## src/hw/bbr_pkg.sv

```systemverilog
// bbr_pkg: address map, sizes and states of the bit-band alias remapper
// assumes a 32-bit little-endian byte-addressed memory bus
package bbr_pkg;
  localparam int unsigned ADDR_W = 32;
  localparam int unsigned DATA_W = 32;
  localparam logic [31:0] SRAM_BB_BASE = 32'h2000_0000;
  localparam logic [31:0] SRAM_BB_LAST = 32'h2000_1fff;
  localparam logic [31:0] SRAM_AL_BASE = 32'h2200_0000;
  localparam logic [31:0] SRAM_AL_LAST = 32'h2203_ffff;
  localparam logic [31:0] PERI_BB_BASE = 32'h4000_0000;
  localparam logic [31:0] PERI_BB_LAST = 32'h400f_ffff;
  localparam logic [31:0] PERI_AL_BASE = 32'h4200_0000;
  localparam logic [31:0] PERI_AL_LAST = 32'h43ff_ffff;
  // alias offset = byte index * 32 + bit * 4
  localparam int unsigned BYTE_SHIFT = 5;
  localparam int unsigned BIT_LSB = 2;
  localparam int unsigned BIT_W = 3;
  localparam int unsigned BYTE_IDX_W = 20;
  // access size codes
  localparam logic [1:0] SZ_BYTE = 2'h0;
  localparam logic [1:0] SZ_HALF = 2'h1;
  localparam logic [1:0] SZ_WORD = 2'h2;
  localparam logic [31:0] ALIAS_ONE = 32'h0000_0001;
  localparam logic [31:0] ALIAS_ZERO = 32'h0000_0000;
  typedef enum logic [2:0] {ST_IDLE, ST_PASS, ST_RD, ST_WR, ST_RESP} bbr_state_t;
endpackage

```

## src/hw/bbr_alias_decode.sv

```systemverilog
// bbr_alias_decode: checks one alias window and inverts the alias formula
// assumes the window base is aligned to its size
`timescale 1ns/10ps
module bbr_alias_decode
  import bbr_pkg::*;
#(
  parameter logic [31:0] AL_BASE = 32'h0000_0000,
  parameter logic [31:0] AL_LAST = 32'h0000_0000,
  parameter logic [31:0] BB_BASE = 32'h0000_0000
) (
  // request address
  input wire logic [31:0] addr,
  // decode result
  output logic hit,
  output logic [31:0] byte_addr,
  output logic [2:0] bit_sel
);
  logic [31:0] offs;
  assign offs = addr - AL_BASE;
  assign hit = (addr >= AL_BASE) && (addr <= AL_LAST);
  // a window that reaches past its bit-band region would alias unrelated memory
  if (AL_LAST < AL_BASE || ((AL_LAST - AL_BASE) >> BYTE_SHIFT) >= (32'h1 << BYTE_IDX_W)) begin : g_bad_window
    $error("alias window does not fit its bit-band region");
  end
  // byte index from offset/32, bit from offset[4:2]
  assign byte_addr = BB_BASE + {5'h00, offs[31:BYTE_SHIFT]};
  assign bit_sel = offs[BIT_LSB +: BIT_W];
endmodule

```

## src/hw/bbr_lane_sel.sv

```systemverilog
// bbr_lane_sel: picks the target bit out of a read word and builds the rmw word
// little-endian: byte n of a word sits on lanes [8n+7:8n]
`timescale 1ns/10ps
module bbr_lane_sel
  import bbr_pkg::*;
(
  // target position
  input wire logic [1:0] byte_lane,
  input wire logic [2:0] bit_sel,
  // data
  input wire logic [31:0] rd_word,
  input wire logic new_bit,
  // results
  output logic cur_bit,
  output logic [31:0] wr_word
);
  logic [4:0] pos;
  assign pos = {byte_lane, bit_sel};
  assign cur_bit = rd_word[pos];
  always_comb begin
    wr_word = rd_word;
    wr_word[pos] = new_bit;
  end
endmodule

```

## src/hw/bbr_remap.sv

```systemverilog
// bbr_remap: bit-band alias remapper between core load/store port and memory bus
// assumes a simple valid/ready request bus upstream and a request/ack bus downstream,
// one outstanding transfer each side; down_rdata is valid with down_ack
//
// Behaviour
// - each alias word maps to one bit
// - bit-band regions sit at bottom 1 MB; the SRAM region here spans only the bottom 8 KB
// - SRAM bit-band range accessed directly as SRAM
// - SRAM alias data remapped, fetches not remapped
// - peripheral bit-band range accessed directly
// - peripheral alias data remapped, fetches refused
// - alias write is read, modify, write back
// - offset is byte times 32 plus bit times 4
// - alias address is base plus offset, inverted
// - underlying access keeps incoming access size
// - write data bit 0 sets or clears bit
// - write data bits 31:1 are ignored
// - alias read returns zero or one
// - little-endian byte order selects target byte
`timescale 1ns/10ps
module bbr_remap
  import bbr_pkg::*;
(
  // clock and reset
  input wire logic clock,
  input wire logic nrst,
  // upstream request from the core
  input wire logic up_valid,
  input wire logic up_write,
  input wire logic up_fetch,
  input wire logic [1:0] up_size,
  input wire logic [31:0] up_addr,
  input wire logic [31:0] up_wdata,
  // upstream answer
  output logic up_ready,
  output logic up_done,
  output logic up_err,
  output logic [31:0] up_rdata,
  // downstream bus
  output logic down_req,
  output logic down_write,
  output logic down_fetch,
  output logic [1:0] down_size,
  output logic [31:0] down_addr,
  output logic [31:0] down_wdata,
  input wire logic down_ack,
  input wire logic down_err,
  input wire logic [31:0] down_rdata
);
  typedef struct packed {
    bbr_state_t st;
    logic ready;
    logic done;
    logic err;
    logic [31:0] rdata;
    logic req;
    logic write;
    logic fetch;
    logic [1:0] size;
    logic [31:0] addr;
    logic [31:0] wdata;
    logic alias_op;
    logic wb;
    logic new_bit;
    logic [2:0] bit_sel;
  } bbr_regs_t;

  bbr_regs_t s_reg;
  bbr_regs_t s_next;

  logic sram_hit, peri_hit;
  logic [31:0] sram_baddr, peri_baddr;
  logic [2:0] sram_bit, peri_bit;
  logic cur_bit;
  logic [31:0] rmw_word;
  logic [31:0] bus_word;

  bbr_alias_decode #(
    .AL_BASE(SRAM_AL_BASE),
    .AL_LAST(SRAM_AL_LAST),
    .BB_BASE(SRAM_BB_BASE)
  ) u_sram_dec (
    .addr(up_addr),
    .hit(sram_hit),
    .byte_addr(sram_baddr),
    .bit_sel(sram_bit)
  );

  bbr_alias_decode #(
    .AL_BASE(PERI_AL_BASE),
    .AL_LAST(PERI_AL_LAST),
    .BB_BASE(PERI_BB_BASE)
  ) u_peri_dec (
    .addr(up_addr),
    .hit(peri_hit),
    .byte_addr(peri_baddr),
    .bit_sel(peri_bit)
  );

  // byte lanes are fixed by the underlying address; data sits on its own lanes
  assign bus_word = down_rdata;

  bbr_lane_sel u_lane (
    .byte_lane(s_reg.addr[1:0]),
    .bit_sel(s_reg.bit_sel),
    .rd_word(bus_word),
    .new_bit(s_reg.new_bit),
    .cur_bit(cur_bit),
    .wr_word(rmw_word)
  );

  always_comb begin
    s_next = s_reg;
    s_next.done = 1'b0;
    case (s_reg.st)
      ST_IDLE: begin
        s_next.ready = 1'b1;
        s_next.err = 1'b0;
        if (up_valid && s_reg.ready) begin
          s_next.ready = 1'b0;
          s_next.size = up_size;
          s_next.fetch = up_fetch;
          if (peri_hit && up_fetch) begin
            // execution from the peripheral alias is refused, no bus cycle
            s_next.err = 1'b1;
            s_next.rdata = ALIAS_ZERO;
            s_next.done = 1'b1;
            s_next.st = ST_RESP;
          end else if ((sram_hit || peri_hit) && !up_fetch) begin
            s_next.alias_op = 1'b1;
            s_next.addr = sram_hit ? sram_baddr : peri_baddr;
            s_next.bit_sel = sram_hit ? sram_bit : peri_bit;
            s_next.new_bit = up_wdata[0];
            s_next.write = 1'b0;
            s_next.req = 1'b1;
            s_next.st = ST_RD;
          end else begin
            // includes direct bit-band range accesses and sram alias fetches
            s_next.alias_op = 1'b0;
            s_next.addr = up_addr;
            s_next.write = up_write;
            s_next.wdata = up_wdata;
            s_next.req = 1'b1;
            s_next.st = ST_PASS;
          end
          s_next.wdata = s_next.alias_op ? ALIAS_ZERO : up_wdata;
          if (s_next.alias_op) begin
            s_next.write = 1'b0;
          end
          // the write-back need is kept apart from the bus strobes, so the read half
          // of the rmw goes out as a plain read and down_fetch stays a bare flop
          s_next.wb = s_next.alias_op && up_write;
          s_next.fetch = up_fetch;
        end
      end
      ST_PASS: begin
        if (down_ack) begin
          s_next.req = 1'b0;
          s_next.rdata = down_rdata;
          s_next.err = down_err;
          s_next.done = 1'b1;
          s_next.st = ST_RESP;
        end
      end
      ST_RD: begin
        if (down_ack) begin
          s_next.req = 1'b0;
          s_next.rdata = cur_bit ? ALIAS_ONE : ALIAS_ZERO;
          s_next.err = down_err;
          // a failed read is never followed by a write of stale data
          if (s_reg.wb && !down_err) begin
            s_next.wdata = rmw_word;
            s_next.write = 1'b1;
            s_next.req = 1'b1;
            s_next.st = ST_WR;
          end else begin
            s_next.done = 1'b1;
            s_next.st = ST_RESP;
          end
        end
      end
      ST_WR: begin
        if (down_ack) begin
          s_next.req = 1'b0;
          s_next.write = 1'b0;
          s_next.err = down_err;
          s_next.rdata = ALIAS_ZERO;
          s_next.done = 1'b1;
          s_next.st = ST_RESP;
        end
      end
      ST_RESP: begin
        s_next.ready = 1'b1;
        s_next.alias_op = 1'b0;
        s_next.wb = 1'b0;
        s_next.fetch = 1'b0;
        s_next.st = ST_IDLE;
      end
      default: begin
        s_next.st = ST_IDLE;
      end
    endcase
  end

  always_ff @(posedge clock or negedge nrst) begin
    if (!nrst) begin
      s_reg <= '0;
    end else begin
      s_reg <= s_next;
    end
  end

  assign up_ready = s_reg.ready;
  assign up_done = s_reg.done;
  assign up_err = s_reg.err;
  assign up_rdata = s_reg.rdata;
  assign down_req = s_reg.req;
  assign down_write = s_reg.write;
  assign down_fetch = s_reg.fetch;
  assign down_size = s_reg.size;
  assign down_addr = s_reg.addr;
  assign down_wdata = s_reg.wdata;
endmodule

```

## config.mk

```make
export PLATFORM = sky130hd
export DESIGN_NAME = bbr_remap
export DESIGN_NICKNAME = d
export VERILOG_FILES = /design/src/hw/bbr_pkg.sv /design/src/hw/bbr_alias_decode.sv /design/src/hw/bbr_lane_sel.sv /design/src/hw/bbr_remap.sv
export SDC_FILE = /design/constraint.sdc
export NUM_CORES = 1
export LEC_CHECK = 0
export BUFFER_PORTS_ARGS = -buffer_cell sky130_fd_sc_hd__buf_4
export CORE_UTILIZATION = 25
export CTS_BUF_LIST = sky130_fd_sc_hd__clkbuf_16
export DETAILED_ROUTE_END_ITERATION = 16
export PLACE_DENSITY = 0.47
export REMOVE_ABC_BUFFERS = 1
export SYNTH_ARGS = -nofsm -noshare
export SYNTH_HDL_FRONTEND = slang
export SYNTH_HIERARCHICAL = 1
export SYNTH_SLANG_ARGS = --single-unit
```

## constraint.sdc

```tcl
create_clock -name clock -period 2.2 [get_ports clock]
set_input_delay 0.44 -clock clock [delete_from_list [all_inputs] [get_ports clock]]
set_output_delay 0.44 -clock clock [all_outputs]
set_load 0.005 [all_outputs]
```

# Word level (Yosys, flattened, before mapping)
# Cells that the tools add are included.
# word_totals
ff_bits	113
inputBits	105
out_inout_bits	104
wordCells	108
# classes
n_addsub	4
order_cmp	6
n_eq_ne	14
mux	41
bitwise_logic	1
reduce_logical	27
# op_table
op	n
65-bit two-way mux	3
32-bit two-way mux	6
35-bit one-hot mux with 4 select lines	1
113-bit two-way mux	1
36-bit two-way mux	2
32-bit one-hot mux with 2 select lines	1
35-bit two-way mux	1
34-bit two-way mux	1
31-bit by 27-bit adder with 32-bit output, first input constant	1
32-bit bitwise mux	1
32-bit by 30-bit >= comparator with 1-bit output, second input constant	1
32-bit by 31-bit >= comparator with 1-bit output, second input constant	1
32-bit by 30-bit <= comparator with 1-bit output, second input constant	1
32-bit by 31-bit <= comparator with 1-bit output, second input constant	1
32-bit by 30-bit subtractor with 32-bit output, second input constant	1
32-bit by 31-bit subtractor with 32-bit output, second input constant	1
30-bit by 27-bit adder with 31-bit output, first input constant	1
6-bit AND reduction	3
3-bit two-way mux	5
2-bit inequality test, second input constant	7
4-bit AND reduction	3
3-bit one-hot mux with 3 select lines	1
1-bit logical AND	8
4-bit two-way mux	2
25 further kinds	39

# Longest topological paths before layout
# logic_depth
ltp_word	11
mapped_depth	9
mapped_depth_nobuf	8

# Modules after synthesis
# Netlist, hierarchy kept.
# modules_own_cells
mod	n_inst	cells_each	area_each_um2	seq_area_each_um2
bbr_remap	1	583	5928.2	2827.7
bbr_lane_sel	1	123	909.6	0.0
bbr_alias_decode (u_sram_dec)	1	48	355.3	0.0
bbr_alias_decode (u_peri_dec)	1	47	340.3	0.0

# Least setup slack after synthesis
# No wires, ideal clock.
# synth_timing
kind	input port to flip-flop
startpoint	in up_addr[29]
endpoint	reg s_reg, in the netlist up_rdata[10]
setup_ps	121
t_arrival_ps	2654
required_ps	2079
path_slack_ps	-575
cell_stages	7
path_buffers	1
path_cell_list	or3_4 -> nor4_1 -> nand2_1 -> nand2_1 -> nand2_1 -> clkbuf_1 -> a22o_1
# synth_between
elab_chain_cells	5
elab_cells_between_ends	6
classes_between	order compare: 2; eq/ne: 1; reduce/logical: 3
# synth_rtl
element	line_no	rtl
start, declared	bbr_remap.sv:32	input wire logic [31:0] up_addr,
32-bit by 31-bit >= comparator with 1-bit output / 32-bit by 31-bit <= comparator with 1-bit output (equally long branches)	bbr_alias_decode.sv:20	assign hit = (addr >= AL_BASE) && (addr <= AL_LAST);
1-bit logical AND (*)	bbr_alias_decode.sv:20	
net peri_hit	bbr_remap.sv:71	logic sram_hit, peri_hit;
1-bit logical AND (*)	bbr_remap.sv:123	if (peri_hit && up_fetch) begin
2-bit inequality test (no source line) (*)	--	
6-bit AND reduction (no source line) (*)	--	
end signal, assigned	bbr_remap.sv:209	s_reg <= s_next;
end, declared	bbr_remap.sv:68	bbr_regs_t s_reg;
# The timed path passes the listed nets; every way through them passes the cells marked *.
# A chain may end at the register's enable or synchronous reset.

# Worst setup path after layout
# layout_timing
startpoint	in up_addr[30]
endpoint	reg s_reg, in the netlist down_addr[23]
# layout_between
elab_chain_cells	8
elab_cells_between_ends	16
classes_between	order compare: 4; eq/ne: 1; mux: 5; reduce/logical: 6
# layout_rtl
element	line_no	rtl
32-bit by 30-bit >= comparator with 1-bit output / 32-bit by 30-bit <= comparator with 1-bit output (equally long branches)	bbr_alias_decode.sv:20	
1-bit logical AND (*)	bbr_alias_decode.sv:20	
net sram_hit	bbr_remap.sv:71	
1-bit logical OR	bbr_remap.sv:129	end else if ((sram_hit || peri_hit) && !up_fetch) begin
1-bit logical AND	bbr_remap.sv:129	
32-bit two-way mux (*)	bbr_remap.sv:129	
65-bit two-way mux (*)	bbr_remap.sv:123	
65-bit two-way mux (*)	bbr_remap.sv:119	if (up_valid && s_reg.ready) begin
65-bit two-way mux (*)	bbr_remap.sv:115	case (s_reg.st)
# The timed path passes the listed nets; every way through them passes the cells marked *. The select of a mux whose other input is x is not followed.

==> flow_summary.toml <==
[placed_design]
port-buffer-count = 208
dp_hpwl_mm = 16.8
place.gp.congestion = 0.764
dpl_cell_area_mm2 = 0.00871

[global_routing]
grt_first_pass_wirelength_mm = 35.8
grt_max_degree = 65
grt_pass1_vias = 5868
grt.total_usage_pct = 15.3
grt-ovfl-total = 0
antenna_found_initial = 1

[outcome]
run_status = "finished clean"

[layout]
final_layout_size_suffix_gt1_share_pct = 38.5
nets = 987
stdcell_area_mm2 = 0.00932
area_delta_synth_final_pct = 23.7

[power]
pwr_density_cell_mw_per_mm2 = 1190
power_leakage_nw = 4.07
vdd.ir_drop.worst_uv = 512
power_mw = 11.1

[drt]
routedWlPerCell_um = 18.2
wirelength_mm = 23.4
num_vias = 5896
drt_iter0_drc = 407
drt-met1-wl_mm = 11.0
met3WireLength_mm = 1.68
highest_layer = "met4"
routed-wl-met2_mm = 10.4
route.detailed.drc = 0
antenna_left = 0
vias_per_cell = 4.59
firstDrtPassIters = 5

[timing]
final.min_clock_period_ns = 2.06
fin_setup_tns_ns = 0
worstMarginPinSlew_ns = 0.524
rsz0062_at_grt = "no"
relSlewSlack_pct = 65.1
hold_violations = 0
timing.fmax_ghz = 0.486
fin_crit_sh_pct = 93.5
finalMaxSlewViolations = 0
fin_skew_ns = 0.0119
setup_violations = 0

[floorplanning]
dieArea_mm2 = 0.0308
initial_utilization_pct = 25.4
die_w_um = 176
io_pins = 209
coreArea_mm2 = 0.0296
num_rows = 63
die_h_um = 176

[clocking]
clkSlewWorstSetupHoldPaths_ns = 0.07
cts_buffers = 17
clock_sinks = 113
cts_max_path_buffers = 2
insertion_delay_ns = 0.42
h-tree-depth = 4
cts_tree = "done"
post_cts_buffers = 0
cts-root-buf = "clkbuf_16"

[critical_path]
arrival_ns = 2.36
path_class = "input pin to register"
r2r.worst_path.cells = 5
cp_data_required_time_ns = 2.50
crit_fanout = 19
crit_path_end_kind = "register"
worstSetupStartpointType = "input pin"

[logic_synthesis]
yosysUniqueCellTypes = 58
ys_seq_area_share_pct = 37.5
syn_avg_cell_area_um2 = 9.41
synth-async-reset-ratio_pct = 100
ys_seq_elements = 113
synthCells = 801
ys.flop_type = "dfrtp_1"
synth_edf_count = 0
syn_area_mm2 = 0.00753
ys_warn_count = 6

[run]
cap_violations = 0

[min_path]
hold_depth = 3
worstHoldPathType = "input pin to register"
[repair_timing]
action,in CTS,in global routing
endpoints found under the setup margin,0,1
hold buffers,1,0
hold endpoints to repair,28,0
resized for setup,0,1
[cell families after synthesis]
kind of cell	Yosys count	synth area share [%]
flops	113	37.5
compound gates	136	14.6
fa+ha+maj	2	0.332
xor+xnor	10	1.16
other cells	4	0.199
buf+inv	216	19.4
mux	78	11.4
simple gates	242	15.4
[stage by stage]
stage / util (%) / setup slack [ns] / hold WS, ns / cells
detailed placement: 29.4 / -0.300 / 0.433 / 1250
global route: 31.4 / 0.00837 / 0.209 / 1283
floorplan: - / -3.43 / 0.144 / 601
CTS: 31.4 / 0.0564 / 0.189 / 1283
finish: 31.4 / 0.143 / 0.208 / 1284
global placement: 29.4 / -0.306 / 0.432 / 1250
[cells in the mapped netlist, types with 3 or more instances]
| cell type | number | share of area (%) |
|---|---|---|
| xor2_1 | 8 | 0.93 |
| mux2i_1 | 45 | 6.0 |
| a221o_1 | 33 | 4.4 |
| conb_1 | 4 | 0.20 |
| dfrtp_1 | 113 | 38 |
| mux2_2 | 30 | 4.5 |
| nor2_1 | 90 | 4.5 |
| nand3_1 | 41 | 2.7 |
| inv_1 | 10 | 0.50 |
| nor2b_1 | 4 | 0.33 |
| a31oi_1 | 32 | 2.7 |
| nand2_1 | 65 | 3.2 |
| nand2b_1 | 3 | 0.25 |
| o21ai_0 | 11 | 0.73 |
| buf_1 | 3 | 0.15 |
| o22ai_1 | 6 | 0.50 |
| nor3_1 | 10 | 0.66 |
| mux4_2 | 3 | 0.90 |
| buf_2 | 21 | 1.4 |
| nand3b_1 | 3 | 0.30 |
| buf_6 | 5 | 0.75 |
| a22o_1 | 34 | 4.0 |
| clkbuf_1 | 20 | 1.0 |
| a21oi_1 | 5 | 0.33 |
| buf_4 | 157 | 16 |
[power by group]
group / total (mW) / leakage, nW / switching (mW) / internal, mW
Combinational: 4.50 / 2.41 / 1.95 / 2.55
Clock: 2.84 / 0.277 / 1.16 / 1.68
Sequential: 3.71 / 1.38 / 0.663 / 3.05
Total: 11.1 / 4.07 / 3.77 / 7.28
[cells in the final DEF, fill, tap and decap left out, drive strengths merged, types with 13 or more instances in the layout]
cell type / count
a221o: 33
a22o: 34
a31oi: 32
buf: 259
clkbuf: 17
dfrtp: 113
mux2: 30
mux2i: 45
nand2: 66
nand3: 41
nor2: 90
nor3: 13
[cell type report]
class / count / area (um^2)
Clock inverter: 15 / 164
Sequential cell: 113 / 2830
Inverter: 10 / 37.5
Clock buffer: 17 / 425
Multi-Input combinational cell: 478 / 3290
Antenna cell: 1 / 2.50
Fill cell: 3188 / 20300
Tap cell: 390 / 488
Timing Repair Buffer: 260 / 2080
[routing by layer]
metal | vias to the layer above | track usage (%)
met2 | 208 | 23.5
met1 | 2847 | 21.0
li1 | 2826 | -
met4 | 0 | 3.48
met5 | - | 0
met3 | 15 | 4.31
[critical path, stage by stage]
cell     delay (ns)
buf_4          0.12
nor4_1         0.32
nand4_1        0.19
nor4_4         0.33
buf_4          0.38
mux2i_1        0.24
nor2_1         0.06
a221o_1        0.27
[worst paths after layout]
path | start | endpoint | slack [ns]
max | up_addr[30] | down_addr[23] | 0.14
max in group asynchronous | nrst | up_rdata[22] | 1.02
min reg2reg | down_size[1] | down_size[1] | 0.48
min in group asynchronous | nrst | down_addr[17] | 0.51
max reg2reg | s_reg[0] | up_rdata[0] | 0.18
min | up_size[1] | down_size[1] | 0.21
Note: power is estimated with default switching activity, not from simulation.
